===== src/hdl/ocs_pkg.sv =====
// Constants shared by the oscillator control and status block
package ocs_pkg;
	// Bus widths
	localparam int ADDR_W = 8;
	localparam int DATA_W = 32;

	// Register byte offsets
	localparam logic [7:0] OFS_CTRL = 8'h00;
	localparam logic [7:0] OFS_IRQ_STATUS = 8'h04;
	localparam logic [7:0] OFS_IRQ_MASK = 8'h08;
	localparam logic [7:0] OFS_CONFIG = 8'h0C;

	// Field positions of oscillator_control
	localparam int ACTIVE_SRC_LSB = 12;
	localparam int REQ_SRC_LSB = 8;
	localparam int FREEZE_BIT = 7;
	localparam int GUARD_BIT = 6;
	localparam int LOCK_BIT = 5;
	localparam int FAIL_BIT = 3;
	localparam int SRC_W = 3;

	// Interrupt status and mask layout
	localparam int IRQ_W = 4;
	localparam int IRQ_CLOCK_FAIL = 0;
	localparam int IRQ_LOCK_GAINED = 1;
	localparam int IRQ_LOCK_LOST = 2;
	localparam int IRQ_REMAP_REJECT = 3;

	// Oscillator source codes
	localparam logic [2:0] SRC_FAST_RC = 3'h0;
	localparam logic [2:0] SRC_FAST_RC_PLL = 3'h1;
	localparam logic [2:0] SRC_PRIMARY = 3'h2;
	localparam logic [2:0] SRC_PRIMARY_PLL = 3'h3;
	localparam logic [2:0] SRC_SECONDARY_LF = 3'h4;
	localparam logic [2:0] SRC_LOW_POWER_RC = 3'h5;
	localparam logic [2:0] SRC_FAST_RC_DIV16 = 3'h6;
	localparam logic [2:0] SRC_FAST_RC_DIVN = 3'h7;

	// Clock-switch mode of the configuration word that arms the freeze bit
	localparam logic [1:0] MODE_SWITCH_NO_MONITOR = 2'h1;

	// Reset values
	localparam logic [2:0] RST_REQ_SRC = 3'h0;
	localparam logic [IRQ_W-1:0] RST_IRQ_MASK = 4'h0;

	// AXI responses
	localparam logic [1:0] RESP_OKAY = 2'h0;
	localparam logic [1:0] RESP_SLVERR = 2'h2;
endpackage : ocs_pkg


===== src/hdl/ocs_reg_if.sv =====
// Register access strobes between the bus slave and the register file
`timescale 1ns/1ns
interface ocs_reg_if;
	logic        wr_en;
	logic [7:0]  wr_addr;
	logic [31:0] wr_data;
	logic [3:0]  wr_strb;
	logic        wr_err;
	logic        rd_en;
	logic [7:0]  rd_addr;
	logic [31:0] rd_data;
	logic        rd_err;

	modport bus_side (output wr_en, wr_addr, wr_data, wr_strb, rd_en, rd_addr, input wr_err, rd_data, rd_err);
	modport reg_side (input wr_en, wr_addr, wr_data, wr_strb, rd_en, rd_addr, output wr_err, rd_data, rd_err);
endinterface : ocs_reg_if


===== src/hdl/ocs_axil_slave.sv =====
// AXI4-Lite slave that turns bus transfers into register strobes
`timescale 1ns/1ns
module ocs_axil_slave
	import ocs_pkg::*;
(
	input  wire logic              clk,
	input  wire logic              rst_n,
	input  wire logic [ADDR_W-1:0] s_axi_awaddr,
	input  wire logic              s_axi_awvalid,
	output logic                   s_axi_awready,
	input  wire logic [DATA_W-1:0] s_axi_wdata,
	input  wire logic [3:0]        s_axi_wstrb,
	input  wire logic              s_axi_wvalid,
	output logic                   s_axi_wready,
	output logic [1:0]             s_axi_bresp,
	output logic                   s_axi_bvalid,
	input  wire logic              s_axi_bready,
	input  wire logic [ADDR_W-1:0] s_axi_araddr,
	input  wire logic              s_axi_arvalid,
	output logic                   s_axi_arready,
	output logic [DATA_W-1:0]      s_axi_rdata,
	output logic [1:0]             s_axi_rresp,
	output logic                   s_axi_rvalid,
	input  wire logic              s_axi_rready,
	ocs_reg_if.bus_side            regs
);
	logic              aw_held, next_aw_held;
	logic              w_held, next_w_held;
	logic [ADDR_W-1:0] aw_addr, next_aw_addr;
	logic [DATA_W-1:0] w_data, next_w_data;
	logic [3:0]        w_strb, next_w_strb;
	logic              next_awready, next_wready, next_bvalid, next_arready, next_rvalid;
	logic [1:0]        next_bresp, next_rresp;
	logic [DATA_W-1:0] next_rdata;

	// Address and data are caught in either order; the write fires once both are held
	always_comb
	begin
		next_aw_held = aw_held;
		next_aw_addr = aw_addr;
		next_w_held = w_held;
		next_w_data = w_data;
		next_w_strb = w_strb;
		next_bvalid = s_axi_bvalid;
		next_bresp = s_axi_bresp;
		next_rvalid = s_axi_rvalid;
		next_rdata = s_axi_rdata;
		next_rresp = s_axi_rresp;
		regs.wr_en = 1'b0;
		regs.wr_addr = {aw_addr[ADDR_W-1:2], 2'b00};
		regs.wr_data = w_data;
		regs.wr_strb = w_strb;
		regs.rd_en = s_axi_arvalid && s_axi_arready;
		regs.rd_addr = {s_axi_araddr[ADDR_W-1:2], 2'b00};
		if (s_axi_awvalid && s_axi_awready)
		begin
			next_aw_held = 1'b1;
			next_aw_addr = s_axi_awaddr;
		end
		if (s_axi_wvalid && s_axi_wready)
		begin
			next_w_held = 1'b1;
			next_w_data = s_axi_wdata;
			next_w_strb = s_axi_wstrb;
		end
		if (s_axi_bvalid && s_axi_bready)
			next_bvalid = 1'b0;
		if (aw_held && w_held && !s_axi_bvalid)
		begin
			regs.wr_en = 1'b1;
			next_aw_held = 1'b0;
			next_w_held = 1'b0;
			next_bvalid = 1'b1;
			next_bresp = regs.wr_err ? RESP_SLVERR : RESP_OKAY;
		end
		if (s_axi_rvalid && s_axi_rready)
			next_rvalid = 1'b0;
		if (regs.rd_en)
		begin
			next_rvalid = 1'b1;
			next_rdata = regs.rd_data;
			next_rresp = regs.rd_err ? RESP_SLVERR : RESP_OKAY;
		end
		// One write and one read in flight at a time keeps the slave to a single held address and data word
		next_awready = !next_aw_held && !next_bvalid;
		next_wready = !next_w_held && !next_bvalid;
		next_arready = !next_rvalid;
	end

	// Channel registers
	always_ff @(posedge clk)
	begin
		if (!rst_n)
		begin
			aw_held <= 1'b0;
			w_held <= 1'b0;
			aw_addr <= '0;
			w_data <= '0;
			w_strb <= 4'h0;
			s_axi_awready <= 1'b0;
			s_axi_wready <= 1'b0;
			s_axi_bvalid <= 1'b0;
			s_axi_bresp <= RESP_OKAY;
			s_axi_arready <= 1'b0;
			s_axi_rvalid <= 1'b0;
			s_axi_rdata <= '0;
			s_axi_rresp <= RESP_OKAY;
		end
		else
		begin
			aw_held <= next_aw_held;
			w_held <= next_w_held;
			aw_addr <= next_aw_addr;
			w_data <= next_w_data;
			w_strb <= next_w_strb;
			s_axi_awready <= next_awready;
			s_axi_wready <= next_wready;
			s_axi_bvalid <= next_bvalid;
			s_axi_bresp <= next_bresp;
			s_axi_arready <= next_arready;
			s_axi_rvalid <= next_rvalid;
			s_axi_rdata <= next_rdata;
			s_axi_rresp <= next_rresp;
		end
	end
endmodule : ocs_axil_slave


===== src/hdl/ocs_top.sv =====
// Oscillator control and status register block with AXI4-Lite access
//
// Overview of operation
// Bits 14-12 report active source, read-only
// Bits 10-8 hold software's requested source
// Codes 000,101,110,111: fast RC variants, low-power RC
// Codes 001,010,011,100: PLL, primary, secondary sources
// Bit 7 freezes source only in mode 01
// Bit 6 set rejects pin-remap register writes
// Bit 5 shows PLL locked or timer done; the code shows this only while pll_enabled is set
// Bit 3 sticky clock fail, software clears
// Bits 4 and 11 read zero, ignore writes
// Writes to status fields are ignored
//
// The register offsets and register access over AXI4-Lite were left to the implementer.
`timescale 1ns/1ns
module ocs_top
	import ocs_pkg::*;
(
	input  wire logic              clk,
	input  wire logic              rst_n,
	input  wire logic [ADDR_W-1:0] s_axi_awaddr,
	input  wire logic              s_axi_awvalid,
	output logic                   s_axi_awready,
	input  wire logic [DATA_W-1:0] s_axi_wdata,
	input  wire logic [3:0]        s_axi_wstrb,
	input  wire logic              s_axi_wvalid,
	output logic                   s_axi_wready,
	output logic [1:0]             s_axi_bresp,
	output logic                   s_axi_bvalid,
	input  wire logic              s_axi_bready,
	input  wire logic [ADDR_W-1:0] s_axi_araddr,
	input  wire logic              s_axi_arvalid,
	output logic                   s_axi_arready,
	output logic [DATA_W-1:0]      s_axi_rdata,
	output logic [1:0]             s_axi_rresp,
	output logic                   s_axi_rvalid,
	input  wire logic              s_axi_rready,
	input  wire logic [SRC_W-1:0]  active_source_sel,
	input  wire logic [1:0]        oscillator_config_word,
	input  wire logic              pll_enabled,
	input  wire logic              pll_in_lock,
	input  wire logic              pll_timer_done,
	input  wire logic              fail_safe_monitor_fail,
	input  wire logic              remap_write_req,
	output logic                   remap_write_grant,
	output logic [SRC_W-1:0]       requested_source_sel,
	output logic                   switch_freeze,
	output logic                   pin_remap_write_guard,
	output logic                   clock_fail_flag,
	output logic                   irq
);
	ocs_reg_if regs ();

	// Bus slave; all AXI outputs leave from its flip-flops
	ocs_axil_slave u_slave (
		.clk           (clk),
		.rst_n         (rst_n),
		.s_axi_awaddr  (s_axi_awaddr),
		.s_axi_awvalid (s_axi_awvalid),
		.s_axi_awready (s_axi_awready),
		.s_axi_wdata   (s_axi_wdata),
		.s_axi_wstrb   (s_axi_wstrb),
		.s_axi_wvalid  (s_axi_wvalid),
		.s_axi_wready  (s_axi_wready),
		.s_axi_bresp   (s_axi_bresp),
		.s_axi_bvalid  (s_axi_bvalid),
		.s_axi_bready  (s_axi_bready),
		.s_axi_araddr  (s_axi_araddr),
		.s_axi_arvalid (s_axi_arvalid),
		.s_axi_arready (s_axi_arready),
		.s_axi_rdata   (s_axi_rdata),
		.s_axi_rresp   (s_axi_rresp),
		.s_axi_rvalid  (s_axi_rvalid),
		.s_axi_rready  (s_axi_rready),
		.regs          (regs.bus_side)
	);

	// Merge new data into old under a byte-lane strobe
	function automatic logic [DATA_W-1:0] lane_merge(
		input logic [DATA_W-1:0] old_val,
		input logic [DATA_W-1:0] new_val,
		input logic [3:0]        strb
	);
		logic [DATA_W-1:0] res;
		res = old_val;
		for (int i = 0; i < 4; i++)
			if (strb[i])
				res[i*8 +: 8] = new_val[i*8 +: 8];
		return res;
	endfunction : lane_merge

	// Two-stage synchronisers for every pin that comes from another clock
	// A pin level held for less than one clock can be missed entirely
	localparam int SYNC_W = SRC_W + 2 + 4;
	logic [SYNC_W-1:0] sync_meta, next_sync_meta;
	logic [SYNC_W-1:0] sync_out, next_sync_out;

	always_comb
	begin
		next_sync_meta = {active_source_sel, oscillator_config_word, pll_enabled, pll_in_lock,
			pll_timer_done, fail_safe_monitor_fail};
		next_sync_out = sync_meta;
	end

	always_ff @(posedge clk)
	begin
		if (!rst_n)
		begin
			sync_meta <= '0;
			sync_out <= '0;
		end
		else
		begin
			sync_meta <= next_sync_meta;
			sync_out <= next_sync_out;
		end
	end

	// Synchronised copies; only the second stage is read, never the first
	logic [SRC_W-1:0] src_s;
	logic [1:0]       mode_s;
	logic             pll_en_s, pll_lock_s, pll_timer_s, fail_s;

	assign {src_s, mode_s, pll_en_s, pll_lock_s, pll_timer_s, fail_s} = sync_out;

	// A multi-bit code may be caught mid-change, so it is taken only after two equal samples
	logic [SRC_W-1:0] src_prev, next_src_prev;
	logic [SRC_W-1:0] active_src, next_active_src;

	always_comb
	begin
		next_src_prev = src_s;
		next_active_src = active_src;
		if (src_s == src_prev)
			next_active_src = src_s;
	end

	always_ff @(posedge clk)
	begin
		if (!rst_n)
		begin
			src_prev <= SRC_FAST_RC;
			active_src <= SRC_FAST_RC;
		end
		else
		begin
			src_prev <= next_src_prev;
			active_src <= next_active_src;
		end
	end

	// PLL lock status and fail history for edge events
	logic lock_st, next_lock_st;
	logic fail_prev, next_fail_prev;

	// A disabled PLL reads as unlocked whatever its lock and timer inputs say
	always_comb
	begin
		next_lock_st = pll_en_s && (pll_lock_s || pll_timer_s);
		next_fail_prev = fail_s;
	end

	always_ff @(posedge clk)
	begin
		if (!rst_n)
		begin
			lock_st <= 1'b0;
			fail_prev <= 1'b0;
		end
		else
		begin
			lock_st <= next_lock_st;
			fail_prev <= next_fail_prev;
		end
	end

	// Control register state
	logic [SRC_W-1:0] req_src, next_req_src;
	logic             freeze, next_freeze;
	logic             guard, next_guard;
	logic             cf, next_cf;
	logic             freeze_eff;
	logic             ctrl_wr;
	logic [15:0]      ctrl_new;
	logic [15:0]      ctrl_rd;
	logic [31:0]      ctrl_merged;

	// Freeze only bites in the switching-without-monitor mode
	assign freeze_eff = freeze && (mode_s == MODE_SWITCH_NO_MONITOR);
	assign ctrl_wr = regs.wr_en && (regs.wr_addr == OFS_CTRL);
	// Merge against the live read image so lanes left out of the strobe keep their value
	assign ctrl_merged = lane_merge({16'h0000, ctrl_rd}, regs.wr_data, regs.wr_strb);
	assign ctrl_new = ctrl_merged[15:0];

	always_comb
	begin
		next_req_src = req_src;
		next_freeze = freeze;
		next_guard = guard;
		next_cf = cf;
		if (ctrl_wr)
		begin
			// A frozen source refuses a new request; the old one stays
			if (!freeze_eff)
				next_req_src = ctrl_new[REQ_SRC_LSB +: SRC_W];
			next_freeze = ctrl_new[FREEZE_BIT];
			next_guard = ctrl_new[GUARD_BIT];
			if (!ctrl_new[FAIL_BIT])
				next_cf = 1'b0;
		end
		// Monitor failure wins over a clear in the same cycle
		if (fail_s)
			next_cf = 1'b1;
	end

	always_ff @(posedge clk)
	begin
		if (!rst_n)
		begin
			req_src <= RST_REQ_SRC;
			freeze <= 1'b0;
			guard <= 1'b0;
			cf <= 1'b0;
		end
		else
		begin
			req_src <= next_req_src;
			freeze <= next_freeze;
			guard <= next_guard;
			cf <= next_cf;
		end
	end

	// Read image; unimplemented bits are tied low and never stored
	always_comb
	begin
		ctrl_rd = 16'h0000;
		ctrl_rd[ACTIVE_SRC_LSB +: SRC_W] = active_src;
		ctrl_rd[REQ_SRC_LSB +: SRC_W] = req_src;
		ctrl_rd[FREEZE_BIT] = freeze;
		ctrl_rd[GUARD_BIT] = guard;
		ctrl_rd[LOCK_BIT] = lock_st;
		ctrl_rd[FAIL_BIT] = cf;
	end

	// Pin-remap write gate; rejected attempts raise an event
	logic grant, next_grant;
	logic reject_evt;

	// The guard is used as stored, so a write that sets it blocks from the next cycle
	assign reject_evt = remap_write_req && guard;

	always_comb
	begin
		next_grant = remap_write_req && !guard;
	end

	// Interrupt status (write one to clear) and mask
	logic [IRQ_W-1:0] irq_status, next_irq_status;
	logic [IRQ_W-1:0] irq_mask, next_irq_mask;
	logic [IRQ_W-1:0] events;
	logic             next_irq;

	always_comb
	begin
		events = '0;
		events[IRQ_CLOCK_FAIL] = fail_s && !fail_prev;
		events[IRQ_LOCK_GAINED] = next_lock_st && !lock_st;
		events[IRQ_LOCK_LOST] = !next_lock_st && lock_st;
		events[IRQ_REMAP_REJECT] = reject_evt;
		next_irq_status = irq_status;
		next_irq_mask = irq_mask;
		if (regs.wr_en && regs.wr_addr == OFS_IRQ_STATUS && regs.wr_strb[0])
			next_irq_status = irq_status & ~regs.wr_data[IRQ_W-1:0];
		if (regs.wr_en && regs.wr_addr == OFS_IRQ_MASK && regs.wr_strb[0])
			next_irq_mask = regs.wr_data[IRQ_W-1:0];
		// A new event beats a clear in the same cycle
		next_irq_status = next_irq_status | events;
		next_irq = |(next_irq_status & next_irq_mask);
	end

	// Status, mask and interrupt line are registered so irq leaves a flip-flop
	always_ff @(posedge clk)
	begin
		if (!rst_n)
		begin
			irq_status <= '0;
			irq_mask <= RST_IRQ_MASK;
			irq <= 1'b0;
			grant <= 1'b0;
		end
		else
		begin
			irq_status <= next_irq_status;
			irq_mask <= next_irq_mask;
			irq <= next_irq;
			grant <= next_grant;
		end
	end

	// Read decode; config shows the synced mode and the live freeze
	always_comb
	begin
		regs.rd_data = '0;
		regs.rd_err = 1'b0;
		unique case (regs.rd_addr)
			OFS_CTRL:       regs.rd_data[15:0] = ctrl_rd;
			OFS_IRQ_STATUS: regs.rd_data[IRQ_W-1:0] = irq_status;
			OFS_IRQ_MASK:   regs.rd_data[IRQ_W-1:0] = irq_mask;
			OFS_CONFIG:     regs.rd_data[2:0] = {freeze_eff, mode_s};
			default:        regs.rd_err = 1'b1;
		endcase
	end

	// Config is read-only; writes there or to holes answer with an error
	always_comb
	begin
		regs.wr_err = !(regs.wr_addr == OFS_CTRL || regs.wr_addr == OFS_IRQ_STATUS
			|| regs.wr_addr == OFS_IRQ_MASK);
	end

	// Outputs straight from flip-flops
	assign requested_source_sel = req_src;
	assign pin_remap_write_guard = guard;
	assign clock_fail_flag = cf;
	assign remap_write_grant = grant;

	// Freeze output is registered from the next freeze value, so it changes on the same edge as the stored bit
	logic next_freeze_out;

	always_comb
	begin
		next_freeze_out = next_freeze && (mode_s == MODE_SWITCH_NO_MONITOR);
	end

	always_ff @(posedge clk)
	begin
		if (!rst_n)
			switch_freeze <= 1'b0;
		else
			switch_freeze <= next_freeze_out;
	end
endmodule : ocs_top

===== config.mk =====
export PLATFORM = sky130hd
export DESIGN_NAME = ocs_top
export DESIGN_NICKNAME = d
export VERILOG_FILES = /design/src/hdl/ocs_pkg.sv /design/src/hdl/ocs_reg_if.sv /design/src/hdl/ocs_axil_slave.sv /design/src/hdl/ocs_top.sv
export SDC_FILE = /design/constraint.sdc
export NUM_CORES = 1
export LEC_CHECK = 0
export BUFFER_PORTS_ARGS = -buffer_cell sky130_fd_sc_hd__buf_4
export CAP_MARGIN = 20
export CORE_ASPECT_RATIO = 0.5
export CORE_MARGIN = 4
export CORE_UTILIZATION = 45
export CTS_CLUSTER_DIAMETER = 40
export DETAILED_ROUTE_END_ITERATION = 8
export PLACE_DENSITY_LB_ADDON = 0.15
export SLEW_MARGIN = 20
export SYNTH_ARGS = -nofsm -noshare
export SYNTH_HDL_FRONTEND = slang
export SYNTH_SLANG_ARGS = --single-unit

===== constraint.sdc =====
create_clock -name clk -period 3.5 [get_ports clk]
set_input_delay 0.35 -clock clk [delete_from_list [all_inputs] [get_ports clk]]
set_output_delay 0.35 -clock clk [all_outputs]
set_load 0.01 [all_outputs]

; Yosys cells after proc, flatten, opt, wreduce, memory -nomap -nowiden
; Index checks and enable logic that the tools add are counted.
[classes]
n_eq_ne = 8
n_mux = 21
n_bitwise = 5
n_reduce_logical = 42
[op_table]
columns = cell, n
row1 = $logic_and 1x1->1, 22
row2 = $eq 6x2->1 const B, 3
row3 = $logic_not 8->1, 2
row4 = $mux 1, 13
row5 = $eq 6x1->1 const B, 2
row6 = $mux 11, 1
row7 = $logic_not 1->1, 9
row8 = $pmux 3 s3, 1
row9 = $and 4x4->4, 2
row10 = $mux 4, 2
row11 = $mux 8, 1
row12 = $reduce_or 4->1, 2
row13 = $mux 2, 2
row14 = $not 4->4, 1
row15 = $or 4x4->4, 1
row16 = $reduce_and 2->1, 2
row17 = $eq 3x3->1, 1
row18 = $logic_or 1x1->1, 3
row19 = $pmux 1 s3, 1
row20 = $reduce_and 3->1, 1
row21 = $eq 2x1->1 const B, 1
row22 = $ne 2x2->1 const B, 1
row23 = $reduce_bool 2->1, 1
row24 = $not 1->1, 1
[totals]
regBits = 91
inputBits = 69

; Longest topological paths before layout
[logic_depth]
depth_word = 9
depth_mapped = 5
ltp_nobuf = 4

; Hierarchy
; From an unflattened synthesis, not the netlist that was laid out.
[hier_totals]
hier_cells = 546
hier_area_um2 = 5026.1
[modules_own_cells]
columns = module, n_inst, cells_per_inst, area_each_um2, seq_area_each_um2
row1 = ocs_axil_slave, 1, 366, 3271.9, 1661.6
row2 = ocs_top, 1, 180, 1754.2, 860.8

; Least setup slack after synthesis
; OpenSTA, ideal clock, no wires.
[synth_timing]
kind = reg2reg
from = reg u_slave.aw_addr[4]
to = reg irq
t_arrival_ns = 1.839
required_time_ns = 3.375
slack_ns = 1.536
path_stages_with_launch = 6
synth_period_minus_slack_ns = 1.964
cell_sequence = dfxtp_1 or4_4 buf_6 o41ai_2 a22oi_1 o41a_1
[synth_between]
elab_chain_len = 7
elab_cells_between_ends = 11
[synth_rtl]
columns = item, line_no
row1 = start: declaration, ocs_axil_slave.sv:29  ; logic [ADDR_W-1:0] aw_addr, next_aw_addr;
row2 = start signal: assignment, ocs_axil_slave.sv:113  ; aw_addr <= next_aw_addr;
row3 = $eq 6x1->1, ocs_top.sv:274  ; if (regs.wr_en && regs.wr_addr == OFS_IRQ_STATUS && regs.wr_strb[0])
row4 = $logic_and 1x1->1 (2 in a row), ocs_top.sv:274
row5 = $mux 4, ocs_top.sv:274
row6 = $or 4x4->4, ocs_top.sv:279  ; next_irq_status = next_irq_status | events;
row7 = $and 4x4->4 (*), ocs_top.sv:280  ; next_irq = |(next_irq_status & next_irq_mask);
row8 = $reduce_or 4->1 (*), ocs_top.sv:280
row9 = end signal: assignment, ocs_top.sv:297  ; irq <= next_irq;
row10 = end: declaration, ocs_top.sv:51  ; output logic irq
; Every way passes the cells marked *; elsewhere a longest branch is shown, timed or not.
; A chain may end at the register's enable or synchronous reset.

; Worst setup path after layout
[layout_timing]
from = reg u_slave.s_axi_bvalid
to = reg irq
[layout_between]
elab_chain_len = 9
elab_cells_between_ends = 12
[layout_rtl]
columns = item, line_no
row1 = start: declaration, ocs_axil_slave.sv:16  ; output logic s_axi_bvalid,
row2 = start signal: assignment, ocs_axil_slave.sv:118  ; s_axi_bvalid <= next_bvalid;
row3 = $logic_not 1->1 (*), ocs_axil_slave.sv:68  ; if (aw_held && w_held && !s_axi_bvalid)
row4 = $logic_and 1x1->1 (*), ocs_axil_slave.sv:68
row5 = $mux 1 (*), ocs_axil_slave.sv:68
row6 = $logic_and 1x1->1 (2 in a row), ocs_top.sv:274
row7 = $mux 4, ocs_top.sv:274
row8 = $or 4x4->4, ocs_top.sv:279
row9 = $and 4x4->4 (*), ocs_top.sv:280
row10 = $reduce_or 4->1 (*), ocs_top.sv:280
; Marks and branches as above.

==> run_results.csv <==
group,metric,value,unit
sta,timing.final.crit_share,64.2,%
yosys,syn_area_per_cell,9.37,µm²
cells_and_area,finalNetCount,468,
clocking,clock_path_buffers,2,
sta,max_freq,0.445,GHz
sta,setup_viol,0,
sta,drv_slew,0,
clocking,cts.htree.levels,3,
setup_path,crit_family,"compound AO/OA/AOI/OAI gates",
power_and_ir_drop,ir_drop,0.430,mV
yosys,ys_top_cells_by_count,"dfxtp_1, nand2_1, a21oi_1",
yosys,ys_ff_latch,82,
route,drt_iter0_markers,168,
sta,finalHoldViolCount,0,
clocking,cts_tree,"yes",
setup_path,endpoint_kind,"flip-flop",
route,top_layer,"met4",
grt,grt_overflow_total,0,
grt,first_global_vias,2368,
grt,grt_max_degree,53,
power_and_ir_drop,totalPowerFinal,2040,µW
sta,max-slew-margin-rel,35.1,%
floorplanning,dieHeight,67.4,µm
power_and_ir_drop,leakage,0.00156,µW
setup_path,crit_type,"reg2reg",
floorplanning,die_area,8550,µm²
clocking,ctsHoldBuffers,0,
cells_and_area,n_fill_cell,600,
sta,skew,0.00417,ns
sta,setup_tns,0,ns
setup_path,crit_buf_inv,0,
setup_path,slowest_stage,"o41ai_1",
clocking,cts-resized-gates,0,
placement,io_buffer_count,67,
setup_path,critPathArrivalTime,2.46,ns
clocking,cts_buffers,9,
clocking,cts_setup_buffers,0,
grt,grt_pass1_wl,11400,µm
clocking,clkTransAtPathRegs,0.06,ns
cells_and_area,fin_area,3930,µm²
route,via_per_inst,5.05,
power_and_ir_drop,p_per_area,519,nW/µm²
outcome,status,"completed",
job,drv_cap,0,
route,dr_wl_met2,3110,µm
yosys,ys_async_sr_fraction,0,%
sta,rsz0062_at_grt,"false",
placement,dpl_cell_area,3640,µm²
setup_path,cp.required,3.71,ns
yosys,yosysWarnings,0,
setup_path,max_stage_delay,0.64,ns
route,vias,2498,
cells_and_area,syn_to_final_growth,23.7,%
yosys,synth_area,3180,µm²
yosys,synthTopCellsByArea,"dfxtp_1, a21oi_1, buf_4, nand2_1, and2_1",
yosys,synth_cell_type_count,40,
yosys,synth_most_common_cell,"dfxtp_1",
cells_and_area,multi_input_comb_area,1370,µm²
route,wl_met1,3070,µm
route,avgRoutedWirePerCell,13.8,µm
yosys,synth_top_area_cell,"dfxtp_1",
route,drtPass1Iterations,5,
route,routed-wl-met3,588,µm
sta,tightest_slew,0.965,ns
grt,antenna_found_initial,0,
floorplanning,core,6750,µm²
placement,gp_congestion,0.795,
setup_path,crit_fanout,14,
setup_path,crit_chain,"nand3b_1 > o41ai_1 > a22oi_1 > o41a_1",
clocking,insertion_delay,0.33,ns
min_path,hold_class,"in2reg",
floorplanning,initial_core_util,47.0,%
yosys,synth_top_area_share,51.7,%
yosys,synthCells,339,
yosys,synth-edff-count,0,
floorplanning,rows,21,
setup_path,start_kind,"flip-flop",
clocking,clock-sinks,82,
route,antenna_left,0,
floorplanning,fp.dieW,127,µm
clocking,ctsRootBufferMaster,"clkbuf_16",
yosys,yosysSeqAreaShare,51.7,%
sta,fin_crit,2.25,ns
cells_and_area,final_cells,495,
cells_and_area,drive_above_1_share,22.8,%
yosys,synth_ff_type,"dfxtp_1",
placement,dp_cells,480,
route,wl,6830,µm
placement,place_hpwl,4830,µm
floorplanning,io_pins,118,
grt,grt.total_usage,17.3,%
cells_and_area,antenna_cells,0,
cells_and_area,seqCellArea,1640,µm²
route,route.detailed.drc,0,
==> worst reg2reg max path, stage by stage, from the launching register on <==
cell and delay [ns]:
dfxtp_1 0.34, nand3b_1 0.53, o41ai_1 0.65, a22oi_1 0.18, o41a_1 0.43
==> flip-flops by register name (all words and copies together), names as in the netlist, 2 cells and up <==
name / count
active_src: 3
irq_status: 4
irq_mask: 4
next_sync_out: 9
u_slave.s_axi_rdata: 13
u_slave.regs.wr_data: 9
requested_source_sel: 3
u_slave.aw_addr: 6
sync_out: 9
src_prev: 3
u_slave.regs.wr_strb: 2
==> cells by family after synthesis <==
| family | Yosys count | synth area share [%] |
|---|---|---|
| muxes | 7 | 2.29 |
| and+or+nand+nor | 131 | 21.7 |
| xor gates and xnor gates | 3 | 0.828 |
| DFF | 82 | 51.7 |
| AOI/OAI and AO/OA | 74 | 15.8 |
| buffers and inverters | 41 | 7.64 |
| other | 1 | 0.118 |
==> through the flow <==
| step | setup WS (ns) | utilization, % | hold slack, ns |
|---|---|---|---|
| finish | 1.25 | 58.2 | 0.225 |
| global route | 1.14 | 58.2 | 0.210 |
| CTS | 1.27 | 58.2 | 0.208 |
| detailed placement | 1.26 | 53.9 | 0.417 |
| global placement | 1.35 | 53.9 | 0.414 |
| floorplan | 1.54 | - | 0.412 |
==> cell usage in the layout (no fill, tap or decap), drive strengths merged, types with 5 or more instances in the layout <==
cell    count
clkbuf     12
a21oi      36
buf        68
conb       21
mux2i       5
o41ai       8
and2       23
nand3      14
nand2      41
o21ai       8
nor2       23
a22oi      16
dfxtp      82
==> final timing paths <==
kind	from	end	slack (ns)	cells after the start
setup reg to reg	u_slave.s_axi_bvalid$_SDFF_PN0_	irq$_SDFF_PN0_	1.25	4
setup / recovery	u_slave.s_axi_bvalid$_SDFF_PN0_	irq$_SDFF_PN0_	1.25	4
hold reg to reg	next_sync_out[2]$_SDFF_PN0_	sync_out[2]$_SDFF_PN0_	0.43	1
hold / removal	pll_in_lock	next_sync_out[2]$_SDFF_PN0_	0.23	2
==> report_power, final <==
part | leakage (µW) | internal, µW | total [µW] | switching (µW)
combinational | 0.000753 | 65.8 | 147 | 81.2
clock | 0.000142 | 565 | 902 | 337
sequential | 0.000669 | 965 | 988 | 23.5
total | 0.00156 | 1600 | 2040 | 442
==> metal layers <==
layer	vias up	GRT usage (%)
li1	1258	-
met1	1142	21.3
met2	93	26.7
met3	5	7.19
met4	0	8.29
met5	-	0
==> final cells by class <==
cell class	instances	area share, %
clock buffer	12	6.28
clock inverter	3	1.02
inverter	2	0.191
multi-input combinational	236	34.8
sequential	82	41.8
tap	92	2.93
timing repair buffer	68	13.0
Power figures use the tool's default switching activity.
